File: config.mk
export PLATFORM = sky130hd
export DESIGN_NAME = vcb_uart
export DESIGN_NICKNAME = d
export VERILOG_FILES = /design/src/design/vcb_uart.v
export VERILOG_INCLUDE_DIRS = /design/src /design/src/design
export SDC_FILE = /design/constraint.sdc
export NUM_CORES = 1
export LEC_CHECK = 0
export BUFFER_PORTS_ARGS = -buffer_cell sky130_fd_sc_hd__buf_4
export CORE_AREA = 2 2 121 123
export CTS_CLUSTER_DIAMETER = 150
export DETAILED_ROUTE_END_ITERATION = 16
export DIE_AREA = 0 0 123 125
export GPL_ROUTABILITY_DRIVEN = 0
export PLACE_DENSITY = 0.68
export SLEW_MARGIN = 0
export SYNTH_ARGS = -nofsm -noshare
export SYNTH_HDL_FRONTEND = slang
export SYNTH_SLANG_ARGS = --single-unit
File: constraint.sdc
create_clock -name sys_clk -period 6.3 [get_ports sys_clk]
set_input_delay 1.26 -clock sys_clk [delete_from_list [all_inputs] [get_ports sys_clk]]
set_output_delay 1.26 -clock sys_clk [all_outputs]
set_load 0.01 [all_outputs]
File: src/design/vcb_consts.vh
// constants for the serial bridge uart
`ifndef VCB_CONSTS_VH
`define VCB_CONSTS_VH
`define VCB_CLK_HZ        250000000
`define VCB_BAUD_DEFAULT  115200
`define VCB_BAUD_MIN      9600
`define VCB_BAUD_MAX      921600
// clocks per bit at the default rate, rounded
`define VCB_DIV_DEFAULT   16'h087A
`define VCB_DIV_W         16
`define VCB_DATA_BITS     8
`define VCB_REG_CTRL      4'h0
`define VCB_REG_BAUD      4'h1
`define VCB_REG_STATUS    4'h2
`define VCB_REG_TXDATA    4'h3
`define VCB_REG_RXDATA    4'h4
`define VCB_CTRL_EN       0
`define VCB_CTRL_CTS_EN   1
`define VCB_CTRL_RTS_EN   2
`define VCB_CTRL_RESET    8'h00
`define VCB_ST_TX_BUSY    0
`define VCB_ST_RX_VALID   1
`define VCB_ST_RX_OVR     2
`define VCB_ST_FRM_ERR    3
`define VCB_ST_CTS        4
`endif

File: src/design/vcb_uart.v
// serial bridge uart: transmitter, receiver, handshake, register port
`timescale 1ns/1ps
`default_nettype none
`include "vcb_consts.vh"
module vcb_uart #(
  parameter [`VCB_DIV_W-1:0] DIV_RESET = `VCB_DIV_DEFAULT
) (
  input  wire        sys_clk,
  input  wire        arst_n,
  input  wire [3:0]  reg_addr,
  input  wire [31:0] reg_wdata,
  input  wire        reg_wr,
  input  wire        reg_rd,
  output reg  [31:0] reg_rdata,
  output reg         vcom_tx,
  input  wire        vcom_rx,
  input  wire        vcom_cts,
  output reg         vcom_rts,
  output reg         vcom_enable
);
  localparam S_IDLE  = 2'h0;
  localparam S_START = 2'h1;
  localparam S_DATA  = 2'h2;
  localparam S_STOP  = 2'h3;

  reg [7:0]            ctrl_r;
  reg [`VCB_DIV_W-1:0] div_r;
  reg [1:0]            rx_sync_r;
  reg [1:0]            cts_sync_r;
  // tx side
  reg [1:0]            tx_st_r;
  reg [`VCB_DIV_W-1:0] tx_cnt_r;
  reg [2:0]            tx_bit_r;
  reg [7:0]            tx_sh_r;
  reg [7:0]            tx_hold_r;
  reg                  tx_pend_r;
  // rx side
  reg [1:0]            rx_st_r;
  reg [`VCB_DIV_W-1:0] rx_cnt_r;
  reg [2:0]            rx_bit_r;
  reg [7:0]            rx_sh_r;
  reg [7:0]            rx_data_r;
  reg                  rx_valid_r;
  // spare slot for the byte already in flight when rts drops
  reg [7:0]            rx_spare_r;
  reg                  rx_spare_ok_r;
  reg                  rx_ovr_r;
  reg                  frm_err_r;

  wire en       = ctrl_r[`VCB_CTRL_EN];
  wire cts_use  = ctrl_r[`VCB_CTRL_CTS_EN];
  wire rts_use  = ctrl_r[`VCB_CTRL_RTS_EN];
  wire rx_in    = rx_sync_r[1];
  wire cts_ok   = ~cts_use | cts_sync_r[1];
  wire rx_pop   = reg_rd & (reg_addr == `VCB_REG_RXDATA);
  wire tx_wr    = reg_wr & (reg_addr == `VCB_REG_TXDATA);
  wire tx_busy  = tx_pend_r | (tx_st_r != S_IDLE);
  wire [`VCB_DIV_W-1:0] half = {1'b0, div_r[`VCB_DIV_W-1:1]};

  function [`VCB_DIV_W-1:0] dec;
    input [`VCB_DIV_W-1:0] v;
    dec = v - {{(`VCB_DIV_W-1){1'b0}}, 1'b1};
  endfunction

  // pin synchronisers
  always @(posedge sys_clk or negedge arst_n) begin
    if (!arst_n) begin
      rx_sync_r  <= 2'h3;
      cts_sync_r <= 2'h0;
    end else begin
      rx_sync_r  <= {rx_sync_r[0], vcom_rx};
      cts_sync_r <= {cts_sync_r[0], vcom_cts};
    end
  end

  // control registers
  always @(posedge sys_clk or negedge arst_n) begin
    if (!arst_n) begin
      ctrl_r <= `VCB_CTRL_RESET;
      div_r  <= DIV_RESET;
    end else if (reg_wr) begin
      if (reg_addr == `VCB_REG_CTRL)
        ctrl_r <= {5'h00, reg_wdata[2:0]};
      if (reg_addr == `VCB_REG_BAUD && reg_wdata[`VCB_DIV_W-1:0] > 16'h0001)
        div_r <= reg_wdata[`VCB_DIV_W-1:0];
    end
  end

  // read port
  always @(posedge sys_clk or negedge arst_n) begin
    if (!arst_n) begin
      reg_rdata <= 32'h0;
    end else if (reg_rd) begin
      case (reg_addr)
        `VCB_REG_CTRL:   reg_rdata <= {24'h0, ctrl_r};
        `VCB_REG_BAUD:   reg_rdata <= {16'h0, div_r};
        `VCB_REG_STATUS: reg_rdata <= {27'h0, cts_sync_r[1], frm_err_r, rx_ovr_r,
                                       rx_valid_r, tx_busy};
        `VCB_REG_RXDATA: reg_rdata <= {24'h0, rx_data_r};
        default:         reg_rdata <= 32'h0;
      endcase
    end else begin
      reg_rdata <= 32'h0;
    end
  end

  // transmitter
  always @(posedge sys_clk or negedge arst_n) begin
    if (!arst_n) begin
      tx_st_r   <= S_IDLE;
      tx_cnt_r  <= 16'h0;
      tx_bit_r  <= 3'h0;
      tx_sh_r   <= 8'h0;
      tx_hold_r <= 8'h0;
      tx_pend_r <= 1'b0;
      vcom_tx   <= 1'b1;
    end else begin
      if (tx_wr && !tx_pend_r) begin
        tx_hold_r <= reg_wdata[7:0];
        tx_pend_r <= 1'b1;
      end
      case (tx_st_r)
        S_IDLE: begin
          vcom_tx <= 1'b1;
          if (tx_pend_r && en && cts_ok) begin
            tx_sh_r   <= tx_hold_r;
            tx_pend_r <= 1'b0;
            tx_cnt_r  <= dec(div_r);
            vcom_tx   <= 1'b0;
            tx_st_r   <= S_START;
          end
        end
        S_START, S_DATA: begin
          if (tx_cnt_r == 16'h0) begin
            tx_cnt_r <= dec(div_r);
            vcom_tx  <= tx_sh_r[0];
            tx_sh_r  <= {1'b0, tx_sh_r[7:1]};
            if (tx_st_r == S_START) begin
              tx_bit_r <= 3'h0;
              tx_st_r  <= S_DATA;
            end else if (tx_bit_r == 3'h7) begin
              vcom_tx <= 1'b1;
              tx_st_r <= S_STOP;
            end else begin
              tx_bit_r <= tx_bit_r + 3'h1;
            end
          end else begin
            tx_cnt_r <= dec(tx_cnt_r);
          end
        end
        default: begin
          if (tx_cnt_r == 16'h0)
            tx_st_r <= S_IDLE;
          else
            tx_cnt_r <= dec(tx_cnt_r);
        end
      endcase
    end
  end

  // receiver
  always @(posedge sys_clk or negedge arst_n) begin
    if (!arst_n) begin
      rx_st_r    <= S_IDLE;
      rx_cnt_r   <= 16'h0;
      rx_bit_r   <= 3'h0;
      rx_sh_r    <= 8'h0;
      rx_data_r  <= 8'h0;
      rx_valid_r <= 1'b0;
      rx_spare_r    <= 8'h00;
      rx_spare_ok_r <= 1'b0;
      rx_ovr_r   <= 1'b0;
      frm_err_r  <= 1'b0;
    end else begin
      if (rx_pop) begin
        rx_valid_r    <= rx_spare_ok_r;
        rx_spare_ok_r <= 1'b0;
        rx_ovr_r      <= 1'b0;
        frm_err_r     <= 1'b0;
        if (rx_spare_ok_r)
          rx_data_r <= rx_spare_r;
      end
      case (rx_st_r)
        S_IDLE: begin
          if (!rx_in) begin
            rx_cnt_r <= half;
            rx_st_r  <= S_START;
          end
        end
        S_START: begin
          if (rx_cnt_r == 16'h0) begin
            rx_cnt_r <= dec(div_r);
            rx_bit_r <= 3'h0;
            rx_st_r  <= rx_in ? S_IDLE : S_DATA;
          end else begin
            rx_cnt_r <= dec(rx_cnt_r);
          end
        end
        S_DATA: begin
          if (rx_cnt_r == 16'h0) begin
            rx_cnt_r <= dec(div_r);
            rx_sh_r  <= {rx_in, rx_sh_r[7:1]};
            if (rx_bit_r == 3'h7)
              rx_st_r <= S_STOP;
            else
              rx_bit_r <= rx_bit_r + 3'h1;
          end else begin
            rx_cnt_r <= dec(rx_cnt_r);
          end
        end
        default: begin
          if (rx_cnt_r == 16'h0) begin
            rx_st_r <= S_IDLE;
            // landing beats a pop in the same cycle
            if (!rx_in) begin
              frm_err_r <= 1'b1;
            end else if (!rx_valid_r || (rx_pop && !rx_spare_ok_r)) begin
              rx_data_r  <= rx_sh_r;
              rx_valid_r <= 1'b1;
            end else if (!rx_spare_ok_r || rx_pop) begin
              rx_spare_r    <= rx_sh_r;
              rx_spare_ok_r <= 1'b1;
            end else begin
              rx_ovr_r <= 1'b1;
            end
          end else begin
            rx_cnt_r <= dec(rx_cnt_r);
          end
        end
      endcase
    end
  end

  // handshake and enable outputs
  always @(posedge sys_clk or negedge arst_n) begin
    if (!arst_n) begin
      vcom_rts    <= 1'b0;
      vcom_enable <= 1'b0;
    end else begin
      vcom_enable <= en;
      vcom_rts    <= rts_use ? (en & ~rx_valid_r) : en;
    end
  end
endmodule
`default_nettype wire

Word level (Yosys, flattened, before mapping):

Cells that the tools add are included.

* output and inout bits: 35
* word-level logic and storage cells: 163
* register bits: 145
* input port bits: 42

* eq/ne operators: 21
* reduce and logical (&&, ||, !) cells: 35
* $add $sub $neg: 5
* order comparisons: 1
* bitwise logic cells: 9
* muxes and demuxes: 68

Operators with widths (number)
* 16-bit 2-to-1 mux: 6
* 8-bit 2-to-1 mux: 8
* 16-bit one-hot mux with 2 select lines: 2
* 16-bit one-hot mux with 4 select lines: 1
* 16-bit by 1-bit subtractor with 16-bit output (second input constant): 3
* 16-bit logical NOT: 2
* 32-bit 2-to-1 mux: 1
* 1-bit 2-to-1 mux: 29
* 2-bit 2-to-1 mux: 11
* 16-bit by 1-bit > comparator with 1-bit output (second input constant): 1
* 2-bit != test (second input constant): 8
* 8-bit one-hot mux with 2 select lines: 1
* 3-bit 2-to-1 mux: 5
* 2-bit AND reduction: 6
* 5-bit AND reduction: 2
* 2-bit nonzero test: 5
* 4-bit by 2-bit equality test with 1-bit output (second input constant): 2
* 4-bit AND reduction: 2
* 3-bit by 1-bit adder with 3-bit output (second input constant): 2
* 3-bit equality test (second input constant): 2
* 2-bit one-hot mux with 3 select lines: 1
* 3-bit one-hot mux with 2 select lines: 1
* 3-bit AND reduction: 2
* 1-bit logical AND: 5
* other kinds (18): 31

Depth between registers and ports, before layout:

* depth in word-level cells: 8
* mapped depth: 10

Least setup slack after synthesis:

Ideal clock, no wire load.

* path type: input-to-reg
* start point: input port reg_addr[0]
* end point: register rx_spare_r[0]
* stages: 6
* library setup time: 127 ps
* arrival: 3077 ps
* path slack: 3096 ps
* path buffers: 2
* cell sequence: clkbuf_1 > nor4b_2 > nand3_1 > buf_2 > a21oi_2 > mux2_1

* cells in the longest elaborated chain, start to end: 6

Ends and longest elaborated chain
* start, declared: line vcb_uart.v:10 `input wire [3:0] reg_addr,`
* 4-bit by 3-bit equality test with 1-bit output (*)
* 1-bit AND (*): line vcb_uart.v:55 `` wire rx_pop = reg_rd & (reg_addr == `VCB_REG_RXDATA); ``
* 1-bit logical AND: line vcb_uart.v:217 `end else if (!rx_valid_r || (rx_pop && !rx_spare_ok_r)) begin`
* 1-bit logical OR: line vcb_uart.v:217
* 1-bit NOT (no source line)
* 5-bit AND reduction (no source line) (*)
* end signal, assigned: line vcb_uart.v:221 `rx_spare_r <= rx_sh_r;`
* end, declared: line vcb_uart.v:45 `reg [7:0] rx_spare_r;`

Every way passes the cells marked *; elsewhere a longest branch is shown, timed or not.
A chain may end at the register's enable or synchronous reset.

Worst setup path after layout:

* start point: input port reg_addr[1]
* end point: register rx_spare_r[4]

The elaborated chain is that of the path after synthesis.

==> summary.md <==
| Metric | Value |
|---|---|
| Slew Limit Fails | 0 |
| Mapped cell area | around 7000 µm² |
| Post-synth ARST share | 100% |
| Worst path buffer plus inverter count | 1 |
| Tightest Pin Transition | 1.20 ns |
| Rel. slew slack | 19.3% |
| DR DRC count | 0 |
| Die Ht | ~130 µm |
| Number of fill cells | ~1200 |
| Final hold vios | 0 |
| Top post-synthesis cells by area | dfrtp_1 43%, mux2_2 5.8%, dfstp_2 3.4% |
| Multi-input logic area | 3510 µm² |
| DP Worst Slack | between 2 and 2.5 ns |
| Synth Area in Simple Gates | approximately 16% |
| Die area | ~15000 µm² |
| Placed cells | approximately 900 |
| Hold Path End | cts_sync_r[1] |
| Sw Ratio | approximately two fifths |
| Via density | approximately 6.0 |
| Final period util | slightly below 60% |
| Tmin final | roughly 3.6 ns |
| # Post-CTS Setup Buffers | 0 |
| Port bufs | 44 |
| Reg clk slew, reported paths | 0.06 ns |
| Synth top area share | 42.6% |
| Reg power frac | 34.9% |
| Mux cell area share after synthesis | 9.89% |
| Outcome | finished, final reports clean |
| Total Wirelength | 16600 µm |
| P_leak | approximately 3.6 nW |
| Avg Inst Size Synth | 10.3 µm² |
| Number of antenna violations at the first check in global routing | 0 |
| Setup crit end kind | flip-flop |
| Hold Path Class | flip-flop to flip-flop |
| Register area | 3240 µm² |
| Clock sink count | ~130 |
| Post-synth cell types | 75 |
| Clk pwr share | between 20% and 30% |
| R2R Path Start | tx_cnt_r[1] |
| Largest net degree at the start of global routing | 67 |
| Fraction of layout cells with a size suffix above 1 | around a fifth |
| Peak supply drop | 0.318 mV |
| Total GRT Usage | 23.0% |
| I/O Pins | 77 |
| Crit path largest cell delay | about 0.81 ns |
| Avg WL per Cell | 18.2 µm |
| GRT overflow | 0 |
| Num rows | 44 |
| Vias | between 5000 and 6000 |
| Worst hold path cell count | 0 |
| Combinational Power Share | between 40% and 50% |
| Post-synthesis compound-gate area fraction | a little under a fifth |
| Nets | ~780 |
| Number of global-route vias before repair | approximately 5500 |
| CTS tree | yes |
| CTS Buffer Depth | 2 |
| Clock Root Buffer | clkbuf_16 |
| Yosys top cell by area | dfrtp_1 |
| CTS buffer count | 17 |
| Detail Route Antenna Nets | 0 |
| Number of gates given a new drive strength after cts | 0 |
| Cell Count, Final, Fillers Out | roughly 900 |
| Setup WS post-layout | roughly 2.7 ns |
| Post-CTS Hold Buffers | 0 |
| Mapped Cells | just under 700 |
| Worst Path Required | 6.60 ns |
| CP max-delay cell | nor4b_2 |
| Critical path data arrival time | 3.94 ns |
| Worst reg2reg path endpoint | tx_cnt_r[9] |
| RSZ-0062 raised after global routing | false |
| Setup TNS | 0 ns |
| First-pass GRT wire length | ~28000 µm |
| Largest family of logic cells by synthesized area | compound AO/OA/AOI/OAI gates |
| Adder-cell area share of the yosys netlist | approximately 3.1% |
| Critical Path, Cell by Cell | buf_4, nor4b_2, nand3_1, a21oi_2, mux2_1 |
| Synth Area in XOR/XNOR | between 1.5 and 2% |
| Chip Width | 123 µm |
| Crit-path max FO | 10 |
| Startpoint type of the worst setup path | primary input |
| Core ar. | between 10000 and 15000 µm² |
| Syn. warnings | 0 |
| Reg2Reg Depth | 8 |
| DP HPWL | about 11000 µm |
| CP Class | primary input to flip-flop |
| EDFF count, synth | 0 |
| R2R setup slack | 3.11 ns |
| Int Power | between 0.002 and 0.0025 W |
| Setup violators final | 0 |
| Starting Density | about half |
| Clk_skew | 0.00945 ns |
| Synthesized flop and latch total | 129 |
| Pre-antenna DRT Iters | 5 |
| # Max-Cap Violations | 0 |
| HP Start | cts_sync_r[0] |
| Prevailing post-synth register cell | dfrtp_1 |
| Fmax | 275 MHz |
| Psw | 0.00150 W |
| P&R area growth vs syn | 12.8% |
| Sequential fraction of the synthesis area | a little under half |
| Crit-path leading delay family | simple AND/OR/NAND/NOR gates |
| Htree depth | 4 |
| Later-pin clock latency in the skew report | 0.42 ns |
| ANT cells | 0 |
| P per Cell Area | around 470 nW/µm² |
| Initial drt markers | between 300 and 400 |
power by group through the flow:
stage / clock network, W / logic, W / registers, W
after floorplan: 0 / 0.00125 / 0.00122
after global placement: 0 / 0.00143 / 0.00128
after detailed placement: 0 / 0.00148 / 0.00130
after CTS: 0.000937 / 0.00148 / 0.00129
after global routing: 0.000976 / 0.00167 / 0.00132
final: 0.000923 / 0.00149 / 0.00130
stage by stage:
| step | total power [W] | hold WS, ns | util (%) | cell area, µm² |
|---|---|---|---|---|
| after floorplan | 0.00247 | 0.331 | - | 7100 |
| after global placement | 0.00271 | 0.337 | 52.1 | 7390 |
| after detailed placement | 0.00277 | 0.341 | 52.1 | 7390 |
| after CTS | 0.00370 | 0.355 | 56.0 | 7950 |
| after global routing | 0.00397 | 0.365 | 56.0 | 7950 |
| final | 0.00371 | 0.353 | 56.0 | 7950 |
synth_stat cells (all sizes together) (3+ instances only):
library cell / number
mux2: 45
clkbuf: 24
a21o: 5
dfstp: 9
a2bb2oi: 6
nand4: 5
a21boi: 3
a22o: 21
buf: 25
and3: 10
a21oi: 44
mux2i: 19
nand2b: 8
nor2b: 4
nand3b: 3
a211oi: 5
nor3: 19
o21ai: 58
o32ai: 4
o211ai: 4
o22ai: 6
o311ai: 3
xor2: 10
nor4b: 3
or4: 8
nor4: 15
or3: 9
ha: 16
a22oi: 10
o31ai: 6
nor2: 53
inv: 18
nor3b: 4
nand2: 44
dfrtp: 120
nand3: 11
xnor2: 5
logic make-up after synthesis:
logic type	count (synthesis)
AND/OR/NAND/NOR	205
other	1
multiplexers	64
flip-flops	129
buffers and inverters	67
AO/OA/AOI/OAI	188
adder cells (fa/ha/maj)	18
XOR/XNOR	15
worst max path at each step:
stage | from | endpoint | slack (ns) | cells after the start
4_1_cts | reg_addr[1] | rx_spare_r[4] | 2.67 | 5
3_3_place_gp | reg_addr[1] | rx_spare_r[0] | 2.27 | 5
5_1_grt | reg_addr[1] | rx_spare_r[5] | 2.38 | 5
6_report | reg_addr[1] | rx_spare_r[4] | 2.66 | 5
2_1_floorplan | reg_addr[0] | rx_spare_r[0] | 3.10 | 6
3_5_place_dp | reg_addr[1] | rx_spare_r[4] | 2.22 | 5
metal layers:
metal | vias to the layer above | wire, µm | global-route usage [%]
met4 | 0 | 375 | 7.82
met1 | 2703 | 7390 | 32.4
met3 | 32 | 847 | 4.15
met5 | - | 0 | 0
met2 | 196 | 8010 | 36.1
li1 | 2582 | - | -
final cells by class:
cell class	count	share of cell area [%]
multi-input combinational	506	44.2
sequential	129	40.7
clock buffer	20	5.74
timing repair buffer	46	4.34
tap	184	2.90
clock inverter	12	1.26
inverter	18	0.850
sequential cells by signal, indices dropped and copies added, names as in the netlist, 3 cells and up:
| signal | count |
|---|---|
| tx_bit_r | 3 |
| reg_rdata | 16 |
| ctrl_r | 3 |
| div_r | 16 |
| rx_sh_r | 8 |
| rx_bit_r | 3 |
| tx_cnt_r | 16 |
| rx_cnt_r | 16 |
| tx_sh_r | 8 |
| rx_spare_r | 8 |
| rx_data_r | 8 |
| tx_hold_r | 8 |
cells in the final DEF (no fill, tap or decap), types with 17 or more instances in the layout:
| cell type | n |
|---|---|
| a22o_1 | 21 |
| dfrtp_1 | 120 |
| inv_1 | 18 |
| nand2_1 | 44 |
| mux2i_1 | 19 |
| clkbuf_16 | 17 |
| buf_4 | 46 |
| nor2_1 | 53 |
| mux2_2 | 36 |
| a21oi_1 | 41 |
| o21ai_0 | 37 |
| nor3_1 | 19 |
No activity file was read; power rests on OpenSTA's default activity.
